===== src/verilog/lam_pkg.sv =====
// Constants and types for the link enable and alarm monitor.
// Assumes one 200 MHz clock shared by transmitter and receiver ends.
package lam_pkg;
   localparam int AW = 10;
   localparam int DW = 8;
   localparam int LANES = 4;
   localparam int NALM = 6;
   // Transmitter register offsets
   localparam logic [9:0] A_PM1 = 10'h037;
   localparam logic [9:0] A_SOFT_TRIG = 10'h06C;
   localparam logic [9:0] A_PM2 = 10'h29A;
   localparam logic [9:0] A_PM3 = 10'h29B;
   localparam logic [9:0] A_PM4 = 10'h29C;
   localparam logic [9:0] A_CTRL = 10'h200;
   localparam logic [9:0] A_PD = 10'h201;
   localparam logic [9:0] A_ALM = 10'h202;
   localparam logic [9:0] A_MASK = 10'h203;
   localparam logic [9:0] A_SUM = 10'h204;
   localparam logic [9:0] A_FIFO = 10'h205;
   localparam logic [9:0] A_LSTAT = 10'h206;
   // Reset and mode values
   localparam logic [7:0] PM1_RST = 8'h4B;
   localparam logic [7:0] PM1_LOWPWR = 8'h46;
   localparam logic [7:0] PM2_RST = 8'h0F;
   localparam logic [7:0] PM3_RST = 8'h04;
   localparam logic [7:0] PM3_FULL = 8'h04;
   localparam logic [7:0] PM4_RST = 8'h00;
   localparam logic [7:0] CTRL_RST = 8'h00;
   localparam logic [7:0] PD_RST = 8'h00;
   localparam logic [7:0] MASK_RST = 8'h00;
   // Control bit positions
   localparam int C_EN = 0;
   localparam int C_ENC64 = 1;
   localparam int C_SC0 = 2;
   localparam int C_CALEN = 3;
   localparam int C_FG = 4;
   localparam int C_LPTRIG = 5;
   localparam int C_PINSEL = 6;
   localparam int PD_A = 0;
   localparam int PD_B = 1;
   // Alarm bit positions
   localparam int AL_CPLL = 0;
   localparam int AL_SPLL = 1;
   localparam int AL_NODATA = 2;
   localparam int AL_REALIGN = 3;
   localparam int AL_CLK = 4;
   localparam int AL_FIFO = 5;
   // Counts in clock cycles, except the alignment phase length in multiframes
   localparam logic [7:0] LMFC_PERIOD = 8'd32;
   localparam logic [7:0] LEMC_PERIOD = 8'd64;
   localparam logic [1:0] INITIAL_LANE_ALIGNMENT_MF = 2'd3;
   localparam int TRANS_MIN_CLKS = 500;
   localparam int TRANS_MAX_CLKS = 1000;
   localparam logic [11:0] TRANS_DELAY = 12'((TRANS_MIN_CLKS + TRANS_MAX_CLKS) / 2);
   localparam logic [11:0] BG_SWAP_PERIOD = 12'd4000;
   // Receiver-side register offsets
   localparam logic [2:0] H_RBD = 3'h0;
   localparam logic [2:0] H_STAT = 3'h1;
   localparam logic [2:0] H_CTL = 3'h2;
   localparam logic [2:0] H_DADDR_LO = 3'h3;
   localparam logic [2:0] H_DADDR_HI = 3'h4;
   localparam logic [2:0] H_DDATA = 3'h5;
   localparam logic [2:0] H_GO = 3'h6;
   localparam logic [2:0] H_DRES = 3'h7;
   localparam int G_WR = 0;
   localparam int G_RD = 1;
   localparam int G_CLKCHK = 2;
   localparam int HC_SYNC = 0;
   localparam int HC_PD = 1;
   localparam int HC_CALIBRATION_TRIGGER_PIN = 2;
   typedef enum logic [1:0] {LK_OFF, LK_CGS, LK_INITIAL_LANE_ALIGNMENT, LK_DATA} lam_link_t;
endpackage


===== src/verilog/lam_if.sv =====
// Link between transmitter and receiver ends: register port and pins.
// Assumes both ends run on the same clk.
`timescale 1ns/1ps
`default_nettype none
interface lam_if (input wire logic clk);
   import lam_pkg::*;
   logic [AW-1:0] addr;
   logic [DW-1:0] wdata;
   logic wr;
   logic rd;
   logic [DW-1:0] rdata;
   logic sysref;
   logic sync_n;
   logic cal_trig;
   logic pd_pin;
   logic cal_state;
   lam_link_t phase;
   modport dev (input addr, wdata, wr, rd, sysref, sync_n, cal_trig, pd_pin,
      output rdata, cal_state, phase);
   modport host (output addr, wdata, wr, rd, sysref, sync_n, cal_trig, pd_pin,
      input rdata, cal_state, phase);
endinterface
`default_nettype wire


===== src/verilog/lam_dev.sv =====
// Transmitter end: link enable gating, frame counter, alarms, power modes.
// Assumes registers are reached through lam_if.dev, with read data one cycle later.
`timescale 1ns/1ps
`default_nettype none
module lam_dev
   import lam_pkg::*;
(
   input wire logic clk, // 200 MHz clock
   input wire logic rst_n, // Synchronous reset, active low
   lam_if.dev lk, // Register port and link pins
   input wire logic cpll_lock, // Converter PLL locked
   input wire logic spll_lock, // Serializer PLL locked
   input wire logic chan_a_clk, // Channel A half-rate clock
   input wire logic chan_b_clk, // Channel B half-rate clock
   input wire logic [LANES-1:0] fifo_ptr_err, // Lane FIFO pointer upset
   output logic link_rst, // Link block held in reset
   output logic ser_pd, // Serializers powered down
   output logic link_clk_en, // Link block clock enable
   output logic fifo_rst, // Synchronizing FIFO reset pulse
   output logic lmfc_edge, // Frame counter boundary pulse
   output logic core_swap, // Converter core transition pulse
   output logic glitch_ok, // Swap glitch at full-performance size
   output logic [DW-1:0] pm_cfg1, // Power mode setting one
   output logic [DW-1:0] pm_cfg2, // Power mode setting two
   output logic [DW-1:0] pm_cfg3, // Power mode setting three
   output logic [DW-1:0] pm_cfg4 // Power mode setting four
);
   localparam int NP = 6;
   logic [NP-1:0] s1_r, s2_r, d_r;
   logic [DW-1:0] ctrl_r, pd_r, mask_r, rdata_r, rd_mux;
   logic [NALM-1:0] alm_r, alm_ev, alm_w1c;
   logic [LANES-1:0] lane_fifo_error_r, lane_w1c;
   logic [7:0] cnt_r, period;
   logic [1:0] initial_lane_alignment_r;
   logic [11:0] tr_r, tr_nxt;
   lam_link_t st_r, st_nxt;
   logic en_d_r, summary_r, pin_r;
   logic link_rst_r, ser_pd_r, clk_en_r, fifo_rst_r, edge_r, swap_r, glitch_r;

   // Pin order: sysref, sync_n, cal_trig, pd_pin, chan_a, chan_b
   wire [NP-1:0] pins = {lk.sysref, lk.sync_n, lk.cal_trig, lk.pd_pin, chan_a_clk, chan_b_clk};
   wire sysref_s = s2_r[5];
   wire sync_n_s = s2_r[4];
   wire calibration_trigger_pin_rise = s2_r[3] & ~d_r[3];
   wire pd_s = s2_r[2];
   wire pd_exit = d_r[2] & ~s2_r[2];
   wire clka_s = s2_r[1];
   wire clkb_s = s2_r[0];
   wire sysref_rise = sysref_s & ~d_r[5];

   wire link_enable = ctrl_r[C_EN];
   wire enc64 = ctrl_r[C_ENC64];
   wire sc0 = ctrl_r[C_SC0];
   wire bg_cal = ctrl_r[C_CALEN] & ~ctrl_r[C_FG];
   wire wr_hit_ctrl = lk.wr && lk.addr == A_CTRL;

   function automatic logic hit(input logic [AW-1:0] a, input logic [AW-1:0] off);
      hit = a == off;
   endfunction

   // Two-flop synchronisers for every pin and foreign clock sample
   always_ff @(posedge clk) begin
      if (!rst_n) begin
         s1_r <= 6'h10;
         s2_r <= 6'h10;
         d_r <= 6'h10;
      end else begin
         s1_r <= pins;
         s2_r <= s1_r;
         d_r <= s2_r;
      end
   end

   // Multiframe in 8b/10b, extended multiblock in 64b/66b: one counter
   assign period = enc64 ? LEMC_PERIOD : LMFC_PERIOD;
   wire lmfc_wrap = cnt_r == period - 8'd1;
   wire sysref_cap = sysref_rise & ~sc0;
   // Capture on the natural wrap leaves the count where it would be anyway
   wire realign = sysref_cap && !lmfc_wrap;

   always_ff @(posedge clk) begin
      if (!rst_n) begin
         cnt_r <= 8'h00;
         edge_r <= 1'b0;
      end else begin
         if (sysref_cap || lmfc_wrap) begin
            cnt_r <= 8'h00;
         end else begin
            cnt_r <= cnt_r + 8'd1;
         end
         edge_r <= lmfc_wrap | sysref_cap;
      end
   end

   // Link sequencing; sync request behaves alike in either subclass
   always_comb begin
      st_nxt = st_r;
      unique case (st_r)
         LK_OFF: begin
            if (enc64 && lmfc_wrap) begin
               st_nxt = LK_DATA;
            end else if (!enc64 && !sync_n_s) begin
               st_nxt = LK_CGS;
            end
         end
         LK_CGS: begin
            if (sync_n_s && lmfc_wrap) begin
               st_nxt = LK_INITIAL_LANE_ALIGNMENT;
            end
         end
         LK_INITIAL_LANE_ALIGNMENT: begin
            if (!sync_n_s) begin
               st_nxt = LK_CGS;
            end else if (lmfc_wrap && initial_lane_alignment_r == INITIAL_LANE_ALIGNMENT_MF) begin
               st_nxt = LK_DATA;
            end
         end
         LK_DATA: begin
            if (!enc64 && !sync_n_s) begin
               st_nxt = LK_CGS;
            end
         end
      endcase
      if (!link_enable) begin
         st_nxt = LK_OFF;
      end
   end

   always_ff @(posedge clk) begin
      if (!rst_n) begin
         st_r <= LK_OFF;
         initial_lane_alignment_r <= 2'd0;
      end else begin
         st_r <= st_nxt;
         if (st_r != LK_INITIAL_LANE_ALIGNMENT) begin
            initial_lane_alignment_r <= 2'd0;
         end else if (lmfc_wrap) begin
            initial_lane_alignment_r <= initial_lane_alignment_r + 2'd1;
         end
      end
   end

   // Disabled link: block in reset, serializers off, clocks stopped
   always_ff @(posedge clk) begin
      if (!rst_n) begin
         en_d_r <= 1'b0;
         link_rst_r <= 1'b1;
         ser_pd_r <= 1'b1;
         clk_en_r <= 1'b0;
         fifo_rst_r <= 1'b0;
      end else begin
         en_d_r <= link_enable;
         link_rst_r <= ~link_enable;
         ser_pd_r <= ~link_enable;
         clk_en_r <= link_enable;
         fifo_rst_r <= link_enable & ~en_d_r;
      end
   end

   // Clocks only compared while both channels and the chip are up
   wire clk_cmp = link_enable & ~pd_r[PD_A] & ~pd_r[PD_B] & ~pd_s;
   wire clk_upset = (clk_cmp && clka_s != clkb_s) || pd_exit;

   assign alm_ev[AL_CPLL] = ~cpll_lock;
   assign alm_ev[AL_SPLL] = ~spll_lock;
   assign alm_ev[AL_NODATA] = st_r != LK_DATA;
   assign alm_ev[AL_REALIGN] = realign;
   assign alm_ev[AL_CLK] = clk_upset;
   assign alm_ev[AL_FIFO] = |(fifo_ptr_err & {LANES{link_enable}});
   assign alm_w1c = (lk.wr && hit(lk.addr, A_ALM)) ? lk.wdata[NALM-1:0] : '0;
   assign lane_w1c = (lk.wr && hit(lk.addr, A_FIFO)) ? lk.wdata[LANES-1:0] : '0;
   wire alarm_any = |(alm_r & ~mask_r[NALM-1:0]);

   // A new event in the clearing cycle keeps its flag set
   always_ff @(posedge clk) begin
      if (!rst_n) begin
         alm_r <= '0;
         lane_fifo_error_r <= '0;
         summary_r <= 1'b0;
         pin_r <= 1'b0;
      end else begin
         alm_r <= (alm_r & ~alm_w1c) | alm_ev;
         lane_fifo_error_r <= (lane_fifo_error_r & ~lane_w1c) |
            (fifo_ptr_err & {LANES{link_enable}});
         summary_r <= alarm_any;
         pin_r <= ctrl_r[C_PINSEL] ? alarm_any : (tr_r != 12'd0);
      end
   end

   // Core swap timer: periodic, or armed by a trigger in low-power mode
   wire soft_trig = lk.wr && hit(lk.addr, A_SOFT_TRIG);
   wire trig = calibration_trigger_pin_rise | soft_trig;
   always_comb begin
      if (!bg_cal) begin
         tr_nxt = 12'd0;
      end else if (tr_r == 12'd0) begin
         tr_nxt = ctrl_r[C_LPTRIG] ? (trig ? TRANS_DELAY : 12'd0) : BG_SWAP_PERIOD;
      end else begin
         tr_nxt = tr_r - 12'd1;
      end
   end

   always_ff @(posedge clk) begin
      if (!rst_n) begin
         tr_r <= 12'd0;
         swap_r <= 1'b0;
         glitch_r <= 1'b1;
      end else begin
         tr_r <= tr_nxt;
         swap_r <= bg_cal && tr_r == 12'd1;
         glitch_r <= pm_cfg3 >= PM3_FULL;
      end
   end

   // Register file
   always_ff @(posedge clk) begin
      if (!rst_n) begin
         ctrl_r <= CTRL_RST;
         pd_r <= PD_RST;
         mask_r <= MASK_RST;
         pm_cfg1 <= PM1_RST;
         pm_cfg2 <= PM2_RST;
         pm_cfg3 <= PM3_RST;
         pm_cfg4 <= PM4_RST;
      end else if (lk.wr) begin
         if (wr_hit_ctrl) ctrl_r <= lk.wdata;
         if (hit(lk.addr, A_PD)) pd_r <= lk.wdata;
         if (hit(lk.addr, A_MASK)) mask_r <= lk.wdata;
         if (hit(lk.addr, A_PM1)) pm_cfg1 <= lk.wdata;
         if (hit(lk.addr, A_PM2)) pm_cfg2 <= lk.wdata;
         if (hit(lk.addr, A_PM3)) pm_cfg3 <= lk.wdata;
         if (hit(lk.addr, A_PM4)) pm_cfg4 <= lk.wdata;
      end
   end

   always_comb begin
      rd_mux = 8'h00;
      unique case (lk.addr)
         A_CTRL: rd_mux = ctrl_r;
         A_PD: rd_mux = pd_r;
         A_ALM: rd_mux = {2'b00, alm_r};
         A_MASK: rd_mux = mask_r;
         A_SUM: rd_mux = {7'h00, summary_r};
         A_FIFO: rd_mux = {4'h0, lane_fifo_error_r};
         A_LSTAT: rd_mux = {6'h00, st_r};
         A_PM1: rd_mux = pm_cfg1;
         A_PM2: rd_mux = pm_cfg2;
         A_PM3: rd_mux = pm_cfg3;
         A_PM4: rd_mux = pm_cfg4;
         default: rd_mux = 8'h00;
      endcase
   end

   always_ff @(posedge clk) begin
      if (!rst_n) begin
         rdata_r <= 8'h00;
      end else begin
         rdata_r <= lk.rd ? rd_mux : 8'h00;
      end
   end

   assign lk.rdata = rdata_r;
   assign lk.cal_state = pin_r;
   assign lk.phase = st_r;
   assign link_rst = link_rst_r;
   assign ser_pd = ser_pd_r;
   assign link_clk_en = clk_en_r;
   assign fifo_rst = fifo_rst_r;
   assign lmfc_edge = edge_r;
   assign core_swap = swap_r;
   assign glitch_ok = glitch_r;
endmodule
`default_nettype wire


===== src/flat_wrapper.sv =====
// flat-port wrapper written by rule: the top's interface ports become plain ports
module lam_dev_flat import lam_pkg::*;
  (clk, rst_n, cpll_lock, spll_lock, chan_a_clk, chan_b_clk, fifo_ptr_err, link_rst, ser_pd, link_clk_en, fifo_rst, lmfc_edge, core_swap, glitch_ok, pm_cfg1, pm_cfg2, pm_cfg3, pm_cfg4, lk_addr, lk_wdata, lk_wr, lk_rd, lk_sysref, lk_sync_n, lk_cal_trig, lk_pd_pin, lk_rdata, lk_cal_state, lk_phase);
  lam_if lk_i (.clk(clk));
  input wire logic clk;
  input wire logic rst_n;
  input wire logic cpll_lock;
  input wire logic spll_lock;
  input wire logic chan_a_clk;
  input wire logic chan_b_clk;
  input wire logic [LANES-1:0] fifo_ptr_err;
  output logic link_rst;
  output logic ser_pd;
  output logic link_clk_en;
  output logic fifo_rst;
  output logic lmfc_edge;
  output logic core_swap;
  output logic glitch_ok;
  output logic [DW-1:0] pm_cfg1;
  output logic [DW-1:0] pm_cfg2;
  output logic [DW-1:0] pm_cfg3;
  output logic [DW-1:0] pm_cfg4;
  input wire logic [$bits(lk_i.addr)-1:0] lk_addr;
  input wire logic [$bits(lk_i.wdata)-1:0] lk_wdata;
  input wire logic [$bits(lk_i.wr)-1:0] lk_wr;
  input wire logic [$bits(lk_i.rd)-1:0] lk_rd;
  input wire logic [$bits(lk_i.sysref)-1:0] lk_sysref;
  input wire logic [$bits(lk_i.sync_n)-1:0] lk_sync_n;
  input wire logic [$bits(lk_i.cal_trig)-1:0] lk_cal_trig;
  input wire logic [$bits(lk_i.pd_pin)-1:0] lk_pd_pin;
  output wire logic [$bits(lk_i.rdata)-1:0] lk_rdata;
  output wire logic [$bits(lk_i.cal_state)-1:0] lk_cal_state;
  output wire logic [$bits(lk_i.phase)-1:0] lk_phase;
  assign lk_i.addr = lk_addr;
  assign lk_i.wdata = lk_wdata;
  assign lk_i.wr = lk_wr;
  assign lk_i.rd = lk_rd;
  assign lk_i.sysref = lk_sysref;
  assign lk_i.sync_n = lk_sync_n;
  assign lk_i.cal_trig = lk_cal_trig;
  assign lk_i.pd_pin = lk_pd_pin;
  assign lk_rdata = lk_i.rdata;
  assign lk_cal_state = lk_i.cal_state;
  assign lk_phase = lk_i.phase;
  lam_dev u_core (.clk(clk), .rst_n(rst_n), .lk(lk_i), .cpll_lock(cpll_lock), .spll_lock(spll_lock), .chan_a_clk(chan_a_clk), .chan_b_clk(chan_b_clk), .fifo_ptr_err(fifo_ptr_err), .link_rst(link_rst), .ser_pd(ser_pd), .link_clk_en(link_clk_en), .fifo_rst(fifo_rst), .lmfc_edge(lmfc_edge), .core_swap(core_swap), .glitch_ok(glitch_ok), .pm_cfg1(pm_cfg1), .pm_cfg2(pm_cfg2), .pm_cfg3(pm_cfg3), .pm_cfg4(pm_cfg4));
endmodule

===== config.mk =====
export PLATFORM = sky130hd
export DESIGN_NAME = lam_dev_flat
export DESIGN_NICKNAME = d
export VERILOG_FILES = /design/src/verilog/lam_pkg.sv /design/src/verilog/lam_if.sv /design/src/verilog/lam_dev.sv /design/src/flat_wrapper.sv
export SDC_FILE = /design/constraint.sdc
export NUM_CORES = 1
export LEC_CHECK = 0
export ABC_AREA = 1
export BUFFER_PORTS_ARGS = -buffer_cell sky130_fd_sc_hd__clkbuf_2
export CORE_ASPECT_RATIO = 0.9
export CORE_MARGIN = 4
export CORE_UTILIZATION = 40
export DETAILED_ROUTE_END_ITERATION = 8
export PLACE_DENSITY = 0.67
export SYNTH_ARGS = -nofsm -noshare
export SYNTH_HDL_FRONTEND = slang
export SYNTH_SLANG_ARGS = --single-unit

===== constraint.sdc =====
create_clock -name clk -period 4.4 [get_ports clk]
set_clock_uncertainty 0.2 [all_clocks]
set_input_delay 0 -clock clk [delete_from_list [all_inputs] [get_ports clk]]
set_output_delay 0 -clock clk [all_outputs]
set_load 0.005 [all_outputs]

==> impl_metrics.csv <==
group,metric,value,unit
run_status,status,"completed",
placement,routabilityCongestion,1.05,
timing,worst_pin_slew,715,ps
route,via_per_inst,5.04,
synth,synth_area_leaders,"dfxtp_1, nand2_1, inv_1, nor2_1, a21oi_1",
synth,syn_nets,794,
clock_network,clockBufferDepth,2,
synth,postSynthCellCount,755,
synth,ys_async_sr_fraction,0,%
final_layout,area_growth,26.6,%
clock_network,clock-root-buffer,"clkbuf_16",
setup_path,worstPathRequired,4560,ps
clock_network,path_clk_slew,60,ps
route,wirelength,16700,um
final_layout,final_util,52.4,%
timing,fmax,347,MHz
route,dr.first_iter.drc_count,629,
pwr,irDropWorstVdd,0.260,mV
placement,io_buffers,83,
setup_path,crit_fanout,9,
synth,synth_ff_type,"dfxtp_1",
timing,hold_violations,0,
clock_network,cts_resized,0,
floorplanning,dieArea,16000,um2
clock_network,cts_tree,"done",
timing,grt_setup_unrepaired,"false",
clock_network,clk_latency,420,ps
synth,yosysUniqueCellTypes,44,
clock_network,cts_buffers,17,
timing,drv_slew,0,
final_layout,diodes,0,
synth,yosysMostFrequentCell,"nand2_1",
setup_path,worstSetupPathType,"primary input to flop",
final_layout,fill_cells,1297,
global_route,antenna_found_initial,0,
synth,syn_avg_cell_area,7.43,um2
synth,yosysWarnings,0,
global_route,grt_max_degree,70,
final_layout,fin_nets,914,
synth,netlist_area,5610,um2
route,drtPass1Iterations,5,
global_route,grt_pass1_wl,26700,um
floorplanning,initial_core_util,41.4,%
synth,seq_area_frac_synth,43.2,%
timing,relSlewSlack,52.1,%
timing,tns,0,ps
synth,yosys-top-cells-count,"nand2_1, dfxtp_1, inv_1, nor2_1, a21oi_1",
timing,min_period_over_period,65.5,%
floorplanning,die_h,120,um
synth,ys_seq_elements,121,
synth,synth_edf_count,0,
setup_path,rrSetupSlack,2410,ps
floorplanning,ioPinCount,84,
floorplanning,fp-row-count,40,
floorplanning,core_area,13600,um2
clock_network,cts.sinks,121,
floorplanning,dieWidth,133,um
synth,synth_top_area_share,43.2,%
placement,post-place-ws,2430,ps
worst_hold_path,min_path_type,"primary input to flop",
route,wl_per_cell,15.5,um
route,vias,5424,
global_route,grt.overflow.total,0,
timing,setup_viol_count_final,0,
timing,worst_slack,1520,ps
pwr,leakage,3.29,nW
setup_path,crit_path_end_kind,"flop",
setup_path,startpoint_type,"primary input",
setup_path,worstPathArrival,3040,ps
timing,period_needed,2880,ps
global_route,grtUsageTotal,21.4,%
global_route,grt_pass1_vias,4996,
flow_run,max-cap-violations,0,
clock_network,h-tree-depth,4,
route,drt.antenna.violating_nets,0,
route,drc,0,
pwr,cellPowerDensity,378,nW/um2
synth,synth_area_leader_cell,"dfxtp_1",
placement,dp_hpwl,12000,um
final_layout,drive_gt1_share,18.2,%
cell usage in the layout (no fill, tap or decap), types with 3 or more instances in the layout:
master and n:
dfxtp_1 121, dlygate4sd3_1 38, nand4_1 29, nor3_1 7, nand3_2 4, xor2_1 7, clkbuf_2 83, clkinv_2 5
clkbuf_1 5, nor2_8 3, inv_2 4, xnor2_1 5, o21ai_2 4, a31oi_1 3, ha_1 5, nand3_1 60
inv_1 96, a21oi_1 62, or2_2 3, clkbuf_16 17, nor2_4 7, o21ai_0 49, o211ai_1 10, bufinv_16 4
nand2_1 131, o21ai_1 3, nor2_1 83, nor2_2 7, nand2_2 10
stage by stage:
step	hold WS (ps)	instance area, um2	cells	power (mW)
2_1_floorplan	-104	5610	755	1.21
4_1_cts	5.28	7100	1076	2.70
3_3_place_gp	-15.2	6130	1007	1.26
3_5_place_dp	-11.6	6130	1007	1.26
5_1_grt	51.0	7100	1076	2.77
6_report	12.4	7100	1076	2.69
sequential cells by signal, summed over array words and instances, names as in the netlist, 3 cells and up:
register,flops
u_core.pd_r,8
u_core.lk.rdata,8
u_core.ctrl_r,8
u_core.cnt_r,8
u_core.lane_fifo_error_r,4
u_core.pm_cfg2,8
u_core.tr_r,12
u_core.alm_r,6
u_core.mask_r,8
u_core.s2_r,6
u_core.pm_cfg3,8
u_core.pm_cfg1,8
u_core.d_r,3
u_core.s1_r,6
u_core.pm_cfg4,8
what timing repair did:
action / CTS / global route
hold buffers: 38 / 0
hold endpoints to repair: 85 / 0
buffers inserted: 0 / 0
cell families (layout without fill, tap and decap cells):
logic type	count (synthesis)	count (layout)	synth area share, %
fa+ha+maj	5	5	1.11
xor+xnor	12	12	1.87
flops	121	121	43.2
simple gates	355	355	30.9
compound gates	139	139	13.6
buf+inv	123	255	9.43
final timing paths:
| check | startpoint | to | depth (start not counted) |
|---|---|---|---|
| setup / recovery | lk_addr[5] | u_core.ctrl_r[6] | 11 |
| hold / removal | lk_addr[8] | u_core.pd_r[3] | 5 |
| setup reg to reg | u_core.cnt_r[0] | u_core.lk.phase[0] | 8 |
| hold reg to reg | u_core.en_d_r | u_core.fifo_rst | 1 |
worst max-delay path, cell delays in order:
cell,delay (ps)
dlygate4sd3_1,530
clkbuf_2,120
nor2_1,320
nand2_2,240
nor2_4,260
nand2_2,90
inv_2,130
nand3_1,80
dlygate4sd3_1,570
a21oi_1,140
dlygate4sd3_1,560
layout make-up:
| cell class | count | area [um2] | area share (%) |
|---|---|---|---|
| clock buffer | 22 | 444 | 6.25 |
| sequential | 121 | 2420 | 34.1 |
| inverter | 101 | 380 | 5.35 |
| timing repair buffer | 123 | 811 | 11.4 |
| multi-input combinational | 511 | 2660 | 37.5 |
| tap | 189 | 236 | 3.33 |
| clock inverter | 9 | 149 | 2.10 |
power breakdown:
| group | total (mW) | internal (mW) | switching, mW |
|---|---|---|---|
| Clock | 1.43 | 0.940 | 0.486 |
| Combinational | 0.146 | 0.0493 | 0.0970 |
| Sequential | 1.12 | 1.11 | 0.00687 |
layer usage:
metal | global-route usage [%] | vias up | share of wire [%]
met1 | 32.0 | 2470 | 49
met5 | 0 | - | 0
met4 | 6.88 | 0 | 1.7
met3 | 6.03 | 24 | 9.3
met2 | 29.2 | 203 | 40
li1 | - | 2727 | -
Power figures use the tool's default switching activity.
